==> src/logic/uart_ctrl_pkg.sv <==
/*
  Constants and types for the serial port register control block.
  Assumes a host register port with 3-bit offset, one system clock.
*/
// Notes on behaviour
// RULE_01: enable bit 0 gates received-data and, in FIFO mode, timeout interrupts.
// RULE_02: enable bit 1 gates the transmit-holding-empty interrupt.
// RULE_03: enable bit 2 gates line-status interrupt from overrun, parity, framing, break.
// RULE_04: reading line status tells the error and clears the line-status interrupt.
// RULE_05: enable bit 3 gates modem-status interrupt raised on any modem bit change.
// RULE_06: enable bits 4 to 7 always read zero.
// RULE_07: FIFO control is write-only at offset 2, where identification is read.
// RULE_08: FIFO bit 0 enables both FIFOs; zero disables and flushes them.
// RULE_09: software writes FIFO bit 0 as one with any other FIFO bits.
// RULE_10: FIFO bit 1 flushes receive FIFO, keeps shift register, self-clears.
// RULE_11: FIFO bit 2 flushes transmit FIFO, keeps shift register, self-clears.
// RULE_12: FIFO bit 3 writes are ignored; no ready pins exist.
// RULE_13: FIFO bits 7:6 pick receive trigger level 1, 4, 8 or 14.
// RULE_14: priority line status, received data or timeout, transmit empty, modem.
// RULE_15: identification is frozen while host accesses it; new events wait.
// RULE_16: identification bit 0 is zero when an enabled interrupt is pending.
// RULE_17: identification bits 2:1 code source 11, 10, 01, 00.
// RULE_18: identification bit 3 marks timeout in FIFO mode, zero otherwise.
// RULE_19: identification bits 7:6 follow FIFO enable; bits 5:4 read zero.
// RULE_20: line control bits 1:0 pick 5, 6, 7 or 8 data bits.
// RULE_21: line control bit 2 gives 1 stop, or 1.5 for 5-bit, else 2.
// RULE_22: receiver checks only the first stop bit.
// RULE_23: line control bit 7 steers offsets 0 and 1 to divisor latches.
// RULE_24: data interrupt clears on buffer read or below trigger; timeout on read.
// RULE_25: transmit empty clears on identification read as source or buffer write.
package uart_ctrl_pkg;
  localparam logic [2:0] OFS_DATA = 3'h0;
  localparam logic [2:0] OFS_ENABLE = 3'h1;
  localparam logic [2:0] OFS_IDENT = 3'h2;
  localparam logic [2:0] OFS_LINE = 3'h3;
  localparam logic [2:0] OFS_LSTAT = 3'h5;
  localparam logic [2:0] OFS_MSTAT = 3'h6;
  localparam logic [7:0] ENABLE_RESET = 8'h00;
  localparam logic [7:0] LINE_RESET = 8'h00;
  localparam logic [7:0] DIV_RESET = 8'h00;
  localparam int EN_RX = 0;
  localparam int EN_TX = 1;
  localparam int EN_LS = 2;
  localparam int EN_MS = 3;
  localparam int FC_EN = 0;
  localparam int FC_RXCLR = 1;
  localparam int FC_TXCLR = 2;
  localparam int LC_STOP = 2;
  localparam int LC_DIV = 7;
  localparam logic [4:0] TRIG_1 = 5'h01;
  localparam logic [4:0] TRIG_4 = 5'h04;
  localparam logic [4:0] TRIG_8 = 5'h08;
  localparam logic [4:0] TRIG_14 = 5'h0E;
  localparam logic [2:0] ID_NONE = 3'h1;
  localparam logic [2:0] ID_LS = 3'h6;
  localparam logic [2:0] ID_RX = 3'h4;
  localparam logic [2:0] ID_TX = 3'h2;
  localparam logic [2:0] ID_MS = 3'h0;
  localparam logic [1:0] ID_FIFO_ON = 2'h3;
  typedef enum logic [2:0] {
    HOST_IDLE = 3'b001,
    HOST_BUSY = 3'b010,
    HOST_DONE = 3'b100
  } host_state_type;
  typedef struct packed {
    logic line_err;
    logic rx_avail;
    logic rx_timeout;
    logic tx_empty_edge;
    logic modem_change;
  } irq_src_type;
  typedef struct packed {
    logic [3:0] data_bits;
    logic [1:0] stop_halves;
  } frame_type;
endpackage : uart_ctrl_pkg

==> src/logic/uart_irq_fifo_line_ctrl.sv <==
/*
  Interrupt enable, FIFO control, interrupt identification and line control
  of a serial port. Assumes the receiver, transmitter and FIFOs sit outside
  on CORE_CLK; bus strobes are one-cycle synchronous pulses on CORE_CLK.
*/
module uart_irq_fifo_line_ctrl (
  // clock and reset
  input wire logic CORE_CLK,
  input wire logic NRST,
  input wire logic CLK_EN,
  // host register port
  input wire logic [2:0] ADDR,
  input wire logic WR_STB,
  input wire logic RD_STB,
  input wire logic [7:0] WDATA,
  output logic [7:0] RDATA,
  // event sources from the datapath
  input wire logic [4:0] LINE_ERR_IN,
  input wire logic RX_LEVEL_MET,
  input wire logic [4:0] RX_COUNT,
  input wire logic RX_TIMEOUT_IN,
  input wire logic TX_EMPTY_IN,
  input wire logic MODEM_CHANGE_IN,
  // datapath controls
  output logic FIFO_ENABLE,
  output logic RX_FLUSH,
  output logic TX_FLUSH,
  output logic [4:0] RX_TRIGGER,
  output logic [1:0] WORD_LEN,
  output logic [3:0] DATA_BITS,
  output logic [1:0] STOP_HALVES,
  output logic STOP_CHECK_ONE,
  output logic DIVISOR_ACCESS,
  output logic [15:0] DIVISOR,
  output logic IRQ_PENDING
);
  function automatic logic [4:0] trigger_of(input logic [1:0] sel);
    case (sel)
      2'h0: trigger_of = uart_ctrl_pkg::TRIG_1;
      2'h1: trigger_of = uart_ctrl_pkg::TRIG_4;
      2'h2: trigger_of = uart_ctrl_pkg::TRIG_8;
      default: trigger_of = uart_ctrl_pkg::TRIG_14;
    endcase
  endfunction : trigger_of

  // inputs from the datapath share CORE_CLK and need no synchroniser
  logic [7:0] enable_reg, enable_next;
  logic [7:0] line_reg, line_next;
  logic [15:0] div_reg, div_next;
  logic fifo_en_reg, fifo_en_next;
  logic [1:0] trig_sel_reg, trig_sel_next;
  logic rx_flush_reg, rx_flush_next;
  logic tx_flush_reg, tx_flush_next;
  // trigger level is registered so the datapath never sees a decode glitch
  logic [4:0] trig_reg, trig_next;
  logic stop_one_reg;
  logic ls_pend_reg, ls_pend_next;
  logic ms_pend_reg, ms_pend_next;
  logic tx_pend_reg, tx_pend_next;
  logic tx_empty_prev_reg, tx_empty_prev_next;
  logic [2:0] ident_reg, ident_next;
  logic timeout_flag_reg, timeout_flag_next;
  logic [7:0] rdata_reg, rdata_next;
  logic irq_reg, irq_next;
  uart_ctrl_pkg::host_state_type host_reg, host_next;
  uart_ctrl_pkg::irq_src_type src;
  logic wr_data, wr_enable, wr_ident, wr_line, rd_data, rd_ident, rd_lstat, rd_mstat;
  logic rx_pend, to_pend, tx_act, ms_act, ls_act;
  logic [2:0] live_id;

  always_comb begin
    wr_data = WR_STB && ADDR == uart_ctrl_pkg::OFS_DATA && !line_reg[uart_ctrl_pkg::LC_DIV];
    wr_enable = WR_STB && ADDR == uart_ctrl_pkg::OFS_ENABLE && !line_reg[uart_ctrl_pkg::LC_DIV];
    wr_ident = WR_STB && ADDR == uart_ctrl_pkg::OFS_IDENT; // RULE_07
    wr_line = WR_STB && ADDR == uart_ctrl_pkg::OFS_LINE;
    rd_data = RD_STB && ADDR == uart_ctrl_pkg::OFS_DATA && !line_reg[uart_ctrl_pkg::LC_DIV];
    rd_ident = RD_STB && ADDR == uart_ctrl_pkg::OFS_IDENT;
    rd_lstat = RD_STB && ADDR == uart_ctrl_pkg::OFS_LSTAT;
    rd_mstat = RD_STB && ADDR == uart_ctrl_pkg::OFS_MSTAT;
  end

  // register writes and FIFO control
  always_comb begin
    enable_next = enable_reg;
    line_next = line_reg;
    div_next = div_reg;
    fifo_en_next = fifo_en_reg;
    trig_sel_next = trig_sel_reg;
    rx_flush_next = 1'b0; // RULE_10
    tx_flush_next = 1'b0; // RULE_11
    if (wr_enable) begin
      enable_next = {4'h0, WDATA[3:0]}; // RULE_06
    end
    if (wr_line) begin
      line_next = WDATA; // RULE_20
    end
    if (WR_STB && line_reg[uart_ctrl_pkg::LC_DIV]) begin
      if (ADDR == uart_ctrl_pkg::OFS_DATA) begin
        div_next[7:0] = WDATA; // RULE_23
      end else if (ADDR == uart_ctrl_pkg::OFS_ENABLE) begin
        div_next[15:8] = WDATA; // RULE_23
      end
    end
    if (wr_ident) begin
      fifo_en_next = WDATA[uart_ctrl_pkg::FC_EN]; // RULE_08
      // other bits only take when enable is written as one; bit 3 is dropped
      if (WDATA[uart_ctrl_pkg::FC_EN]) begin // RULE_09 RULE_12
        trig_sel_next = WDATA[7:6]; // RULE_13
        rx_flush_next = WDATA[uart_ctrl_pkg::FC_RXCLR]; // RULE_10
        tx_flush_next = WDATA[uart_ctrl_pkg::FC_TXCLR]; // RULE_11
      end
      if (fifo_en_reg != WDATA[uart_ctrl_pkg::FC_EN]) begin
        rx_flush_next = 1'b1; // RULE_08
        tx_flush_next = 1'b1; // RULE_08
      end
    end
    trig_next = trigger_of(trig_sel_next); // RULE_13
  end

  always_ff @(posedge CORE_CLK or negedge NRST) begin
    if (!NRST) begin
      enable_reg <= uart_ctrl_pkg::ENABLE_RESET;
      line_reg <= uart_ctrl_pkg::LINE_RESET;
      div_reg <= {uart_ctrl_pkg::DIV_RESET, uart_ctrl_pkg::DIV_RESET};
      fifo_en_reg <= 1'b0;
      trig_sel_reg <= 2'h0;
      trig_reg <= uart_ctrl_pkg::TRIG_1;
      rx_flush_reg <= 1'b0;
      tx_flush_reg <= 1'b0;
    end else if (CLK_EN) begin
      enable_reg <= enable_next;
      line_reg <= line_next;
      div_reg <= div_next;
      fifo_en_reg <= fifo_en_next;
      trig_sel_reg <= trig_sel_next;
      trig_reg <= trig_next;
      rx_flush_reg <= rx_flush_next;
      tx_flush_reg <= tx_flush_next;
    end
  end

  // interrupt sources and priority
  always_comb begin
    src.line_err = |LINE_ERR_IN;
    src.rx_avail = RX_LEVEL_MET;
    // a timeout only means something while bytes wait in the receive fifo
    src.rx_timeout = RX_TIMEOUT_IN && fifo_en_reg && RX_COUNT != 5'h00; // RULE_18
    src.tx_empty_edge = TX_EMPTY_IN && !tx_empty_prev_reg;
    src.modem_change = MODEM_CHANGE_IN;
    // a new event in the clearing cycle wins over the clear
    ls_pend_next = src.line_err || (ls_pend_reg && !rd_lstat); // RULE_03 RULE_04
    ms_pend_next = src.modem_change || (ms_pend_reg && !rd_mstat); // RULE_05
    tx_pend_next = src.tx_empty_edge ||
      (tx_pend_reg && !wr_data && !(rd_ident && ident_reg == uart_ctrl_pkg::ID_TX)); // RULE_25
    tx_empty_prev_next = TX_EMPTY_IN;
    // data level falls with the FIFO; timeout clears on buffer read
    rx_pend = src.rx_avail && !rd_data; // RULE_24
    to_pend = src.rx_timeout && !rd_data; // RULE_24
    ls_act = ls_pend_reg && enable_reg[uart_ctrl_pkg::EN_LS]; // RULE_03
    tx_act = tx_pend_reg && enable_reg[uart_ctrl_pkg::EN_TX]; // RULE_02
    ms_act = ms_pend_reg && enable_reg[uart_ctrl_pkg::EN_MS]; // RULE_05
    rx_pend = rx_pend && enable_reg[uart_ctrl_pkg::EN_RX]; // RULE_01
    to_pend = to_pend && enable_reg[uart_ctrl_pkg::EN_RX]; // RULE_01
    if (ls_act) begin // RULE_14
      live_id = uart_ctrl_pkg::ID_LS; // RULE_17
    end else if (rx_pend || to_pend) begin
      live_id = uart_ctrl_pkg::ID_RX;
    end else if (tx_act) begin
      live_id = uart_ctrl_pkg::ID_TX;
    end else if (ms_act) begin
      live_id = uart_ctrl_pkg::ID_MS;
    end else begin
      live_id = uart_ctrl_pkg::ID_NONE; // RULE_16
    end
    // hold the shown code while the host is reading it
    host_next = host_reg;
    ident_next = live_id;
    timeout_flag_next = to_pend && !ls_act && !rx_pend; // RULE_18
    case (host_reg)
      uart_ctrl_pkg::HOST_IDLE: begin
        if (rd_ident) begin
          host_next = uart_ctrl_pkg::HOST_BUSY;
        end
      end
      uart_ctrl_pkg::HOST_BUSY: begin
        host_next = uart_ctrl_pkg::HOST_DONE;
      end
      uart_ctrl_pkg::HOST_DONE: begin
        // a back-to-back read starts a fresh access window
        if (rd_ident) begin
          host_next = uart_ctrl_pkg::HOST_BUSY;
        end else begin
          host_next = uart_ctrl_pkg::HOST_IDLE;
        end
      end
      default: host_next = uart_ctrl_pkg::HOST_IDLE;
    endcase
    if (rd_ident || host_reg == uart_ctrl_pkg::HOST_BUSY) begin
      ident_next = ident_reg; // RULE_15
      timeout_flag_next = timeout_flag_reg; // RULE_15
    end
    irq_next = ident_next != uart_ctrl_pkg::ID_NONE;
  end

  always_ff @(posedge CORE_CLK or negedge NRST) begin
    if (!NRST) begin
      ls_pend_reg <= 1'b0;
      ms_pend_reg <= 1'b0;
      tx_pend_reg <= 1'b0;
      tx_empty_prev_reg <= 1'b0;
      ident_reg <= uart_ctrl_pkg::ID_NONE;
      timeout_flag_reg <= 1'b0;
      host_reg <= uart_ctrl_pkg::HOST_IDLE;
      irq_reg <= 1'b0;
    end else if (CLK_EN) begin
      ls_pend_reg <= ls_pend_next;
      ms_pend_reg <= ms_pend_next;
      tx_pend_reg <= tx_pend_next;
      tx_empty_prev_reg <= tx_empty_prev_next;
      ident_reg <= ident_next;
      timeout_flag_reg <= timeout_flag_next;
      host_reg <= host_next;
      irq_reg <= irq_next;
    end
  end

  // read data, registered one cycle after the strobe
  always_comb begin
    rdata_next = rdata_reg;
    if (RD_STB) begin
      case (ADDR)
        uart_ctrl_pkg::OFS_DATA: begin
          rdata_next = line_reg[uart_ctrl_pkg::LC_DIV] ? div_reg[7:0] : 8'h00;
        end
        uart_ctrl_pkg::OFS_ENABLE: begin
          rdata_next = line_reg[uart_ctrl_pkg::LC_DIV] ? div_reg[15:8] :
            {4'h0, enable_reg[3:0]}; // RULE_06 RULE_23
        end
        uart_ctrl_pkg::OFS_IDENT: begin
          rdata_next = {fifo_en_reg ? uart_ctrl_pkg::ID_FIFO_ON : 2'h0, 2'h0,
            timeout_flag_reg && fifo_en_reg, ident_reg}; // RULE_18 RULE_19 RULE_16
        end
        uart_ctrl_pkg::OFS_LINE: rdata_next = line_reg;
        default: rdata_next = 8'h00;
      endcase
    end
  end

  always_ff @(posedge CORE_CLK or negedge NRST) begin
    if (!NRST) begin
      rdata_reg <= 8'h00;
    end else if (CLK_EN) begin
      rdata_reg <= rdata_next;
    end
  end

  // frame format decode; receiver checks one stop bit whatever is set
  // decoded from the next line value so the format lands with the write
  uart_ctrl_pkg::frame_type frame;
  always_comb begin
    frame.data_bits = 4'h5 + {2'h0, line_next[1:0]}; // RULE_20
    if (!line_next[uart_ctrl_pkg::LC_STOP]) begin
      frame.stop_halves = 2'h2; // RULE_21
    end else if (line_next[1:0] == 2'h0) begin
      frame.stop_halves = 2'h3; // RULE_21
    end else begin
      frame.stop_halves = 2'h0; // RULE_21 (2'h0 codes four halves)
    end
  end

  logic [3:0] bits_reg;
  logic [1:0] halves_reg;
  always_ff @(posedge CORE_CLK or negedge NRST) begin
    if (!NRST) begin
      bits_reg <= 4'h5;
      halves_reg <= 2'h2;
      stop_one_reg <= 1'b1;
    end else if (CLK_EN) begin
      bits_reg <= frame.data_bits;
      halves_reg <= frame.stop_halves;
      // kept in a flop so every output leaves a register
      stop_one_reg <= 1'b1; // RULE_22
    end
  end

  assign RDATA = rdata_reg;
  assign FIFO_ENABLE = fifo_en_reg;
  assign RX_FLUSH = rx_flush_reg;
  assign TX_FLUSH = tx_flush_reg;
  assign RX_TRIGGER = trig_reg; // RULE_13
  assign WORD_LEN = line_reg[1:0];
  assign DATA_BITS = bits_reg;
  assign STOP_HALVES = halves_reg;
  assign STOP_CHECK_ONE = stop_one_reg; // RULE_22
  assign DIVISOR_ACCESS = line_reg[uart_ctrl_pkg::LC_DIV]; // RULE_23
  assign DIVISOR = div_reg;
  assign IRQ_PENDING = irq_reg;
endmodule : uart_irq_fifo_line_ctrl

==> config.mk <==
export PLATFORM = sky130hd
export DESIGN_NAME = uart_irq_fifo_line_ctrl
export DESIGN_NICKNAME = d
export VERILOG_FILES = /design/src/logic/uart_ctrl_pkg.sv /design/src/logic/uart_irq_fifo_line_ctrl.sv
export SDC_FILE = /design/constraint.sdc
export NUM_CORES = 1
export LEC_CHECK = 0
export CAP_MARGIN = 20
export CORE_UTILIZATION = 42
export DETAILED_ROUTE_END_ITERATION = 16
export DONT_BUFFER_PORTS = 1
export PLACE_DENSITY = 0.64
export SLEW_MARGIN = 25
export SYNTH_ARGS = -nofsm -noshare
export SYNTH_HDL_FRONTEND = slang
export SYNTH_SLANG_ARGS = --single-unit
==> constraint.sdc <==
create_clock -name CORE_CLK -period 1.9 [get_ports CORE_CLK]
set_input_delay 0.285 -clock CORE_CLK [delete_from_list [all_inputs] [get_ports CORE_CLK]]
set_output_delay 0.285 -clock CORE_CLK [all_outputs]
set_load 0.01 [all_outputs]
### After elaboration in Yosys (flattened, before gate mapping)

Cells that the tools add are included.

| word-level totals | value |
|---|---|
| flip-flop bits (word level) | 64 |
| bits in latches | 0 |
| bits in writable memories | 0 |
| memory bits (read-only) | 0 |
| word-level logic and storage cells | 119 |
| memories | 0 |

| operators by class | value |
|---|---|
| $add $sub $neg | 1 |
| multiply operators | 0 |
| div/mod/pow operators | 0 |
| order comparisons | 0 |
| equal/unequal tests | 14 |
| shifts and indexed selects | 0 |
| multiplexer cells | 24 |
| bitwise gates (word level) | 2 |
| reduce and logical (&&, ||, !) cells | 57 |

Operators with widths:

| operator | count |
|---|---|
| case mux 8 bit (4 select lines) | 1 |
| logical AND 1 bit | 30 |
| 2-to-1 mux 8 bit | 2 |
| 2-to-1 mux 3 bit | 5 |
| 2-to-1 mux 2 bit | 7 |
| == test 3 x 2 -> 1 bit (second input constant) | 4 |
| case mux 4 bit (3 select lines) | 1 |
| AND reduction 2 bit | 6 |
| == test 3 bit (second input constant) | 3 |
| zero test 1 bit | 9 |
| case mux 3 bit (3 select lines) | 1 |
| 2-to-1 mux 1 bit | 7 |
| == test 3 x 1 -> 1 bit (second input constant) | 2 |
| logical OR 1 bit | 5 |
| nonzero test 5 bit | 1 |
| OR reduction 5 bit | 1 |
| adder 3 x 2 -> 4 bit (first input constant) | 1 |
| zero test 2 bit | 2 |
| AND reduction 4 bit | 1 |
| zero test 3 bit | 1 |
| inequality test 3 x 1 -> 1 bit (second input constant) | 1 |
| AND reduction 3 bit | 1 |
| == test 2 x 1 -> 1 bit (second input constant) | 1 |
| == test 2 bit (second input constant) | 1 |
| 3 further kinds | 4 |

### Longest topological paths before layout

| depth | value |
|---|---|
| depth in word-level cells | 11 |
| gate-level depth with buffers | 7 |
| depth with buffers taken out | 5 |

### Least setup slack after synthesis

No wires, ideal clock.

| path | value |
|---|---|
| kind | input port to flip-flop |
| from | input ADDR[1] |
| to | register bits_reg[3], in the netlist DATA_BITS[3] |
| setup time | 125 ps |
| arrival | 1541 ps |
| required time | 1775 ps |
| path slack | 234 ps |
| stages | 7 |
| path buffers | 2 |
| cells stage by stage | buf_4 -> buf_4 -> nand4b_1 -> mux2i_1 -> inv_1 -> ha_1 -> mux2_2 |

RTL lines:

| item | line | text |
|---|---|---|
| start: declaration | uart_irq_fifo_line_ctrl.sv:12 | `input wire logic [2:0] ADDR,` |
| end signal: assignment | uart_irq_fifo_line_ctrl.sv:279 | `bits_reg <= frame.data_bits;` |
| end: declaration | uart_irq_fifo_line_ctrl.sv:271 | `logic [3:0] bits_reg;` |

### Worst setup path after layout

| path | value |
|---|---|
| from | register host_reg[2] |
| to | register ident_reg[0] |

| between the ends | value |
|---|---|
| word-level cells in the longest chain between the ends | 3 |

RTL lines:

| item | line | text |
|---|---|---|
| start: declaration | uart_irq_fifo_line_ctrl.sv:65 | `uart_ctrl_pkg::host_state_type host_reg, host_next;` |
| start signal: assignment | uart_irq_fifo_line_ctrl.sv:213 | `host_reg <= uart_ctrl_pkg::HOST_IDLE;` |
| start signal: assignment | uart_irq_fifo_line_ctrl.sv:222 | `host_reg <= host_next;` |
| == test 3 x 2 -> 1 bit | uart_irq_fifo_line_ctrl.sv:198 | `if (rd_ident \|\| host_reg == uart_ctrl_pkg::HOST_BUSY) begin` |
| logical OR 1 bit | uart_irq_fifo_line_ctrl.sv:198 |  |
| 2-to-1 mux 3 bit | uart_irq_fifo_line_ctrl.sv:198 |  |
| end signal: assignment | uart_irq_fifo_line_ctrl.sv:211 | `ident_reg <= uart_ctrl_pkg::ID_NONE;` |
| end signal: assignment | uart_irq_fifo_line_ctrl.sv:220 | `ident_reg <= ident_next;` |
| end: declaration | uart_irq_fifo_line_ctrl.sv:61 | `logic [2:0] ident_reg, ident_next;` |

No other way between the ends.
A chain may end at the register's enable or synchronous reset.

==> summary.md <==
| Metric | Value |
|---|---|
| Run status | `finished, final reports clean` |
| Drt wl/cell | `19.1 µm` |
| Reg2Reg Setup Slack | `330 ps` |
| Yosys cell types | `52` |
| DRT Pass-1 Iters | `4` |
| Post-DRT Antenna Nets | `0` |
| Share of cells above drive strength 1 | `0.240` |
| Initial antenna violation count | `0` |
| Slew Limit Fails | `0` |
| Final Cycle Share | `0.825` |
| Total core area | `0.00691 mm²` |
| Root Driver | `clkbuf_8` |
| Clk buf depth | `2` |
| Clock power share | `0.347` |
| Worst reg2reg path depth | `4` |
| Flop pwr share | `0.503` |
| DRC | `0` |
| Commonest non-fill, non-tap cell in the layout | `dfrtp_1` |
| Synth Instances | `273` |
| Fin. Hold Viols | `0` |
| Buf/Inv on CP | `0` |
| Fill count | `642` |
| Final wirelength | `7080 µm` |
| Via-to-Cell Ratio | `5.71` |
| Cells on Worst Hold Path | `1` |
| CP Depth | `4` |
| GRT Overall Usage | `0.204` |
| Post-synth EDFFs | `0` |
| Number of synthesized register bits | `62` |
| Commonest cells after routing, fill and taps aside | `dfrtp_1, mux2_2, nand2_1` |
| Synth top area cells | `dfrtp_1, mux2_2, dfstp_2, nand2_1, mux2i_1` |
| CTS tree | `done` |
| First-pass GRT wire length | `11200 µm` |
| First DRT Iteration DRCs | `166` |
| Row cnt | `30` |
| Clock Latency Late Sink | `350 ps` |
| Post-synthesis sequential area ratio | `0.511` |
| Syn Nets | `305` |
| RSZ-0062 raised after global routing | `no` |
| Final setup fails | `0` |
| Sw Share | `0.299` |
| Dpl ws | `312 ps` |
| Ys async rst share | `1.00` |
| Setup CP Type | `register to register` |
| Die W | `87.2 µm` |
| Initial core utilization | `0.442` |
| Peak supply drop | `0.445 mV` |
| Main synth FF type | `dfrtp_1` |
| Clock-pin slew on the worst setup and hold paths | `70 ps` |
| YS warnings | `0` |
| Kind of cell adding the most delay to the critical path | `simple AND/OR/NAND/NOR gates` |
| Leading area contributor after synthesis | `dfrtp_1` |
| Delay of the slowest critical-path stage | `520 ps` |
| Max Cap Viol | `0` |
| Area Overhead vs Synth | `9.06%` |
| Top-area cell type share of the netlist area | `0.459` |
| I/O Buffers | `0` |
| Clock Sinks | `62` |
| Synth Cell Area | `0.00305 mm²` |
| Detailed placement HPWL | `5120 µm` |
| P_int | `2.60 mW` |
| CTS Buf Count | `9` |
| CP endpoint kind | `register` |
| Critical Path AT | `1840 ps` |
| CP Max Fanout | `6` |
| Min cycle time layout | `1570 ps` |
| Fmax | `638 MHz` |
| Pin count of the biggest net entering global routing | `63` |
| Nets | `302` |
| Placed insts | `352` |
| Post-route setup slack | `333 ps` |
| Placer Congestion | `0.877` |
| PD cells | `1110 mW/mm²` |
| N_diodes | `0` |
| H-tree lvl count | `3` |
| Slowest cell on the critical path | `or3b_2` |
| Die Ht | `87.2 µm` |
| Hold Crit Class | `input pin to register` |
| Worst Setup Start Kind | `register` |
| Data required time at the worst endpoint | `2180 ps` |
| Vias in the first global route | `2093` |
| Area of the die | `0.00761 mm²` |
| Non-filler instance count after layout | `371` |
| Crit path cell chain | `or3b_2 > nand3_1 > a21oi_1 > a32o_1` |
| Syn avg cell area | `11.2 µm²` |
| NetSw | `1.11 mW` |
| Via count | `2118` |
| Leakage | `1.45 nW` |
| I/O Pins | `73` |
| Combinational power share | `0.150` |
| Fin Hold WS | `18.9 ps` |
| Final Util | `0.482` |
| Grt ovf | `0` |
| Sum Neg Setup Slack | `0 ps` |
| Setup Skew | `6.12 ps` |
| Max reg flops | `16` |
## synthesized netlist by cell type (all sizes together) (2+ instances only)
cell type,n
mux2,35
conb,2
nand2b,5
o21ai,15
nor2b,2
dfrtp,56
buf,16
dfstp,6
a32o,2
or3b,2
nor4,3
a21oi,11
a22o,4
nand4b,2
a221o,3
nor2,19
a22oi,4
o2bb2ai,4
clkbuf,3
nand3,3
a31oi,3
mux2i,10
ha,2
inv,9
nand2,27
nor3,6
## power groups by stage
stage	Sequential (mW)	Combinational, mW	Clock (mW)
final	1.86	0.557	1.29
after global routing	1.90	0.623	1.36
after CTS	1.87	0.558	1.31
after detailed placement	1.89	0.520	0
after global placement	1.89	0.507	0
after floorplan	1.80	0.494	0
## worst reg2reg max path, stage by stage, from the launching register on
cell     delay (ps)
dfrtp_1         440
or3b_2          520
nand3_1         200
a21oi_1          90
a32o_1          250
## final cells by class
type / count / area, µm² / area share
flip-flops and latches: 62 / 1560 / 0.469
multi-input cells: 183 / 1330 / 0.400
clock buffers: 9 / 124 / 0.0372
well taps: 96 / 120 / 0.0361
clock inverters: 7 / 97.6 / 0.0293
repair buffers: 5 / 62.6 / 0.0188
inverters: 9 / 33.8 / 0.0102
## metrics by stage
stage,cell area [µm²],power [mW]
CTS,3330,3.74
detailed placement,3060,2.41
finish,3330,3.71
global placement,3060,2.40
global route,3330,3.88
floorplan,3050,2.29
## path summary, 6_finish.rpt
path / from / to
min: CLK_EN / trig_sel_reg[1]
min reg2reg: tx_empty_prev_reg / tx_pend_reg
min in group asynchronous: NRST / RX_TRIGGER[1]
max in group asynchronous: NRST / STOP_HALVES[1]
max reg2reg: host_reg[2] / ident_reg[0]
max: host_reg[2] / ident_reg[0]
## routing by layer
layer	share of wire	routed length [µm]	GRT usage	vias to the layer above
met2	0.46	3230	0.299	66
li1	-	-	-	977
met4	0.016	112	0.0745	0
met3	0.082	579	0.0882	11
met5	0	0	0	-
met1	0.45	3160	0.268	1064
## logic make-up after synthesis
group,Yosys count,share of synthesized area
compound gates,56,0.125
mux,45,0.162
xor+xnor,1,0.00287
flops,62,0.511
buf+inv,28,0.0529
other cells,2,0.00246
simple gates,77,0.136
fa+ha+maj,2,0.00820
## what timing repair did
action	CTS	global route
setup buffers	0	0
endpoints found under the hold margin	64	0
hold buffers	3	0
gates resized for setup	0	0
Power figures use the tool's default switching activity.
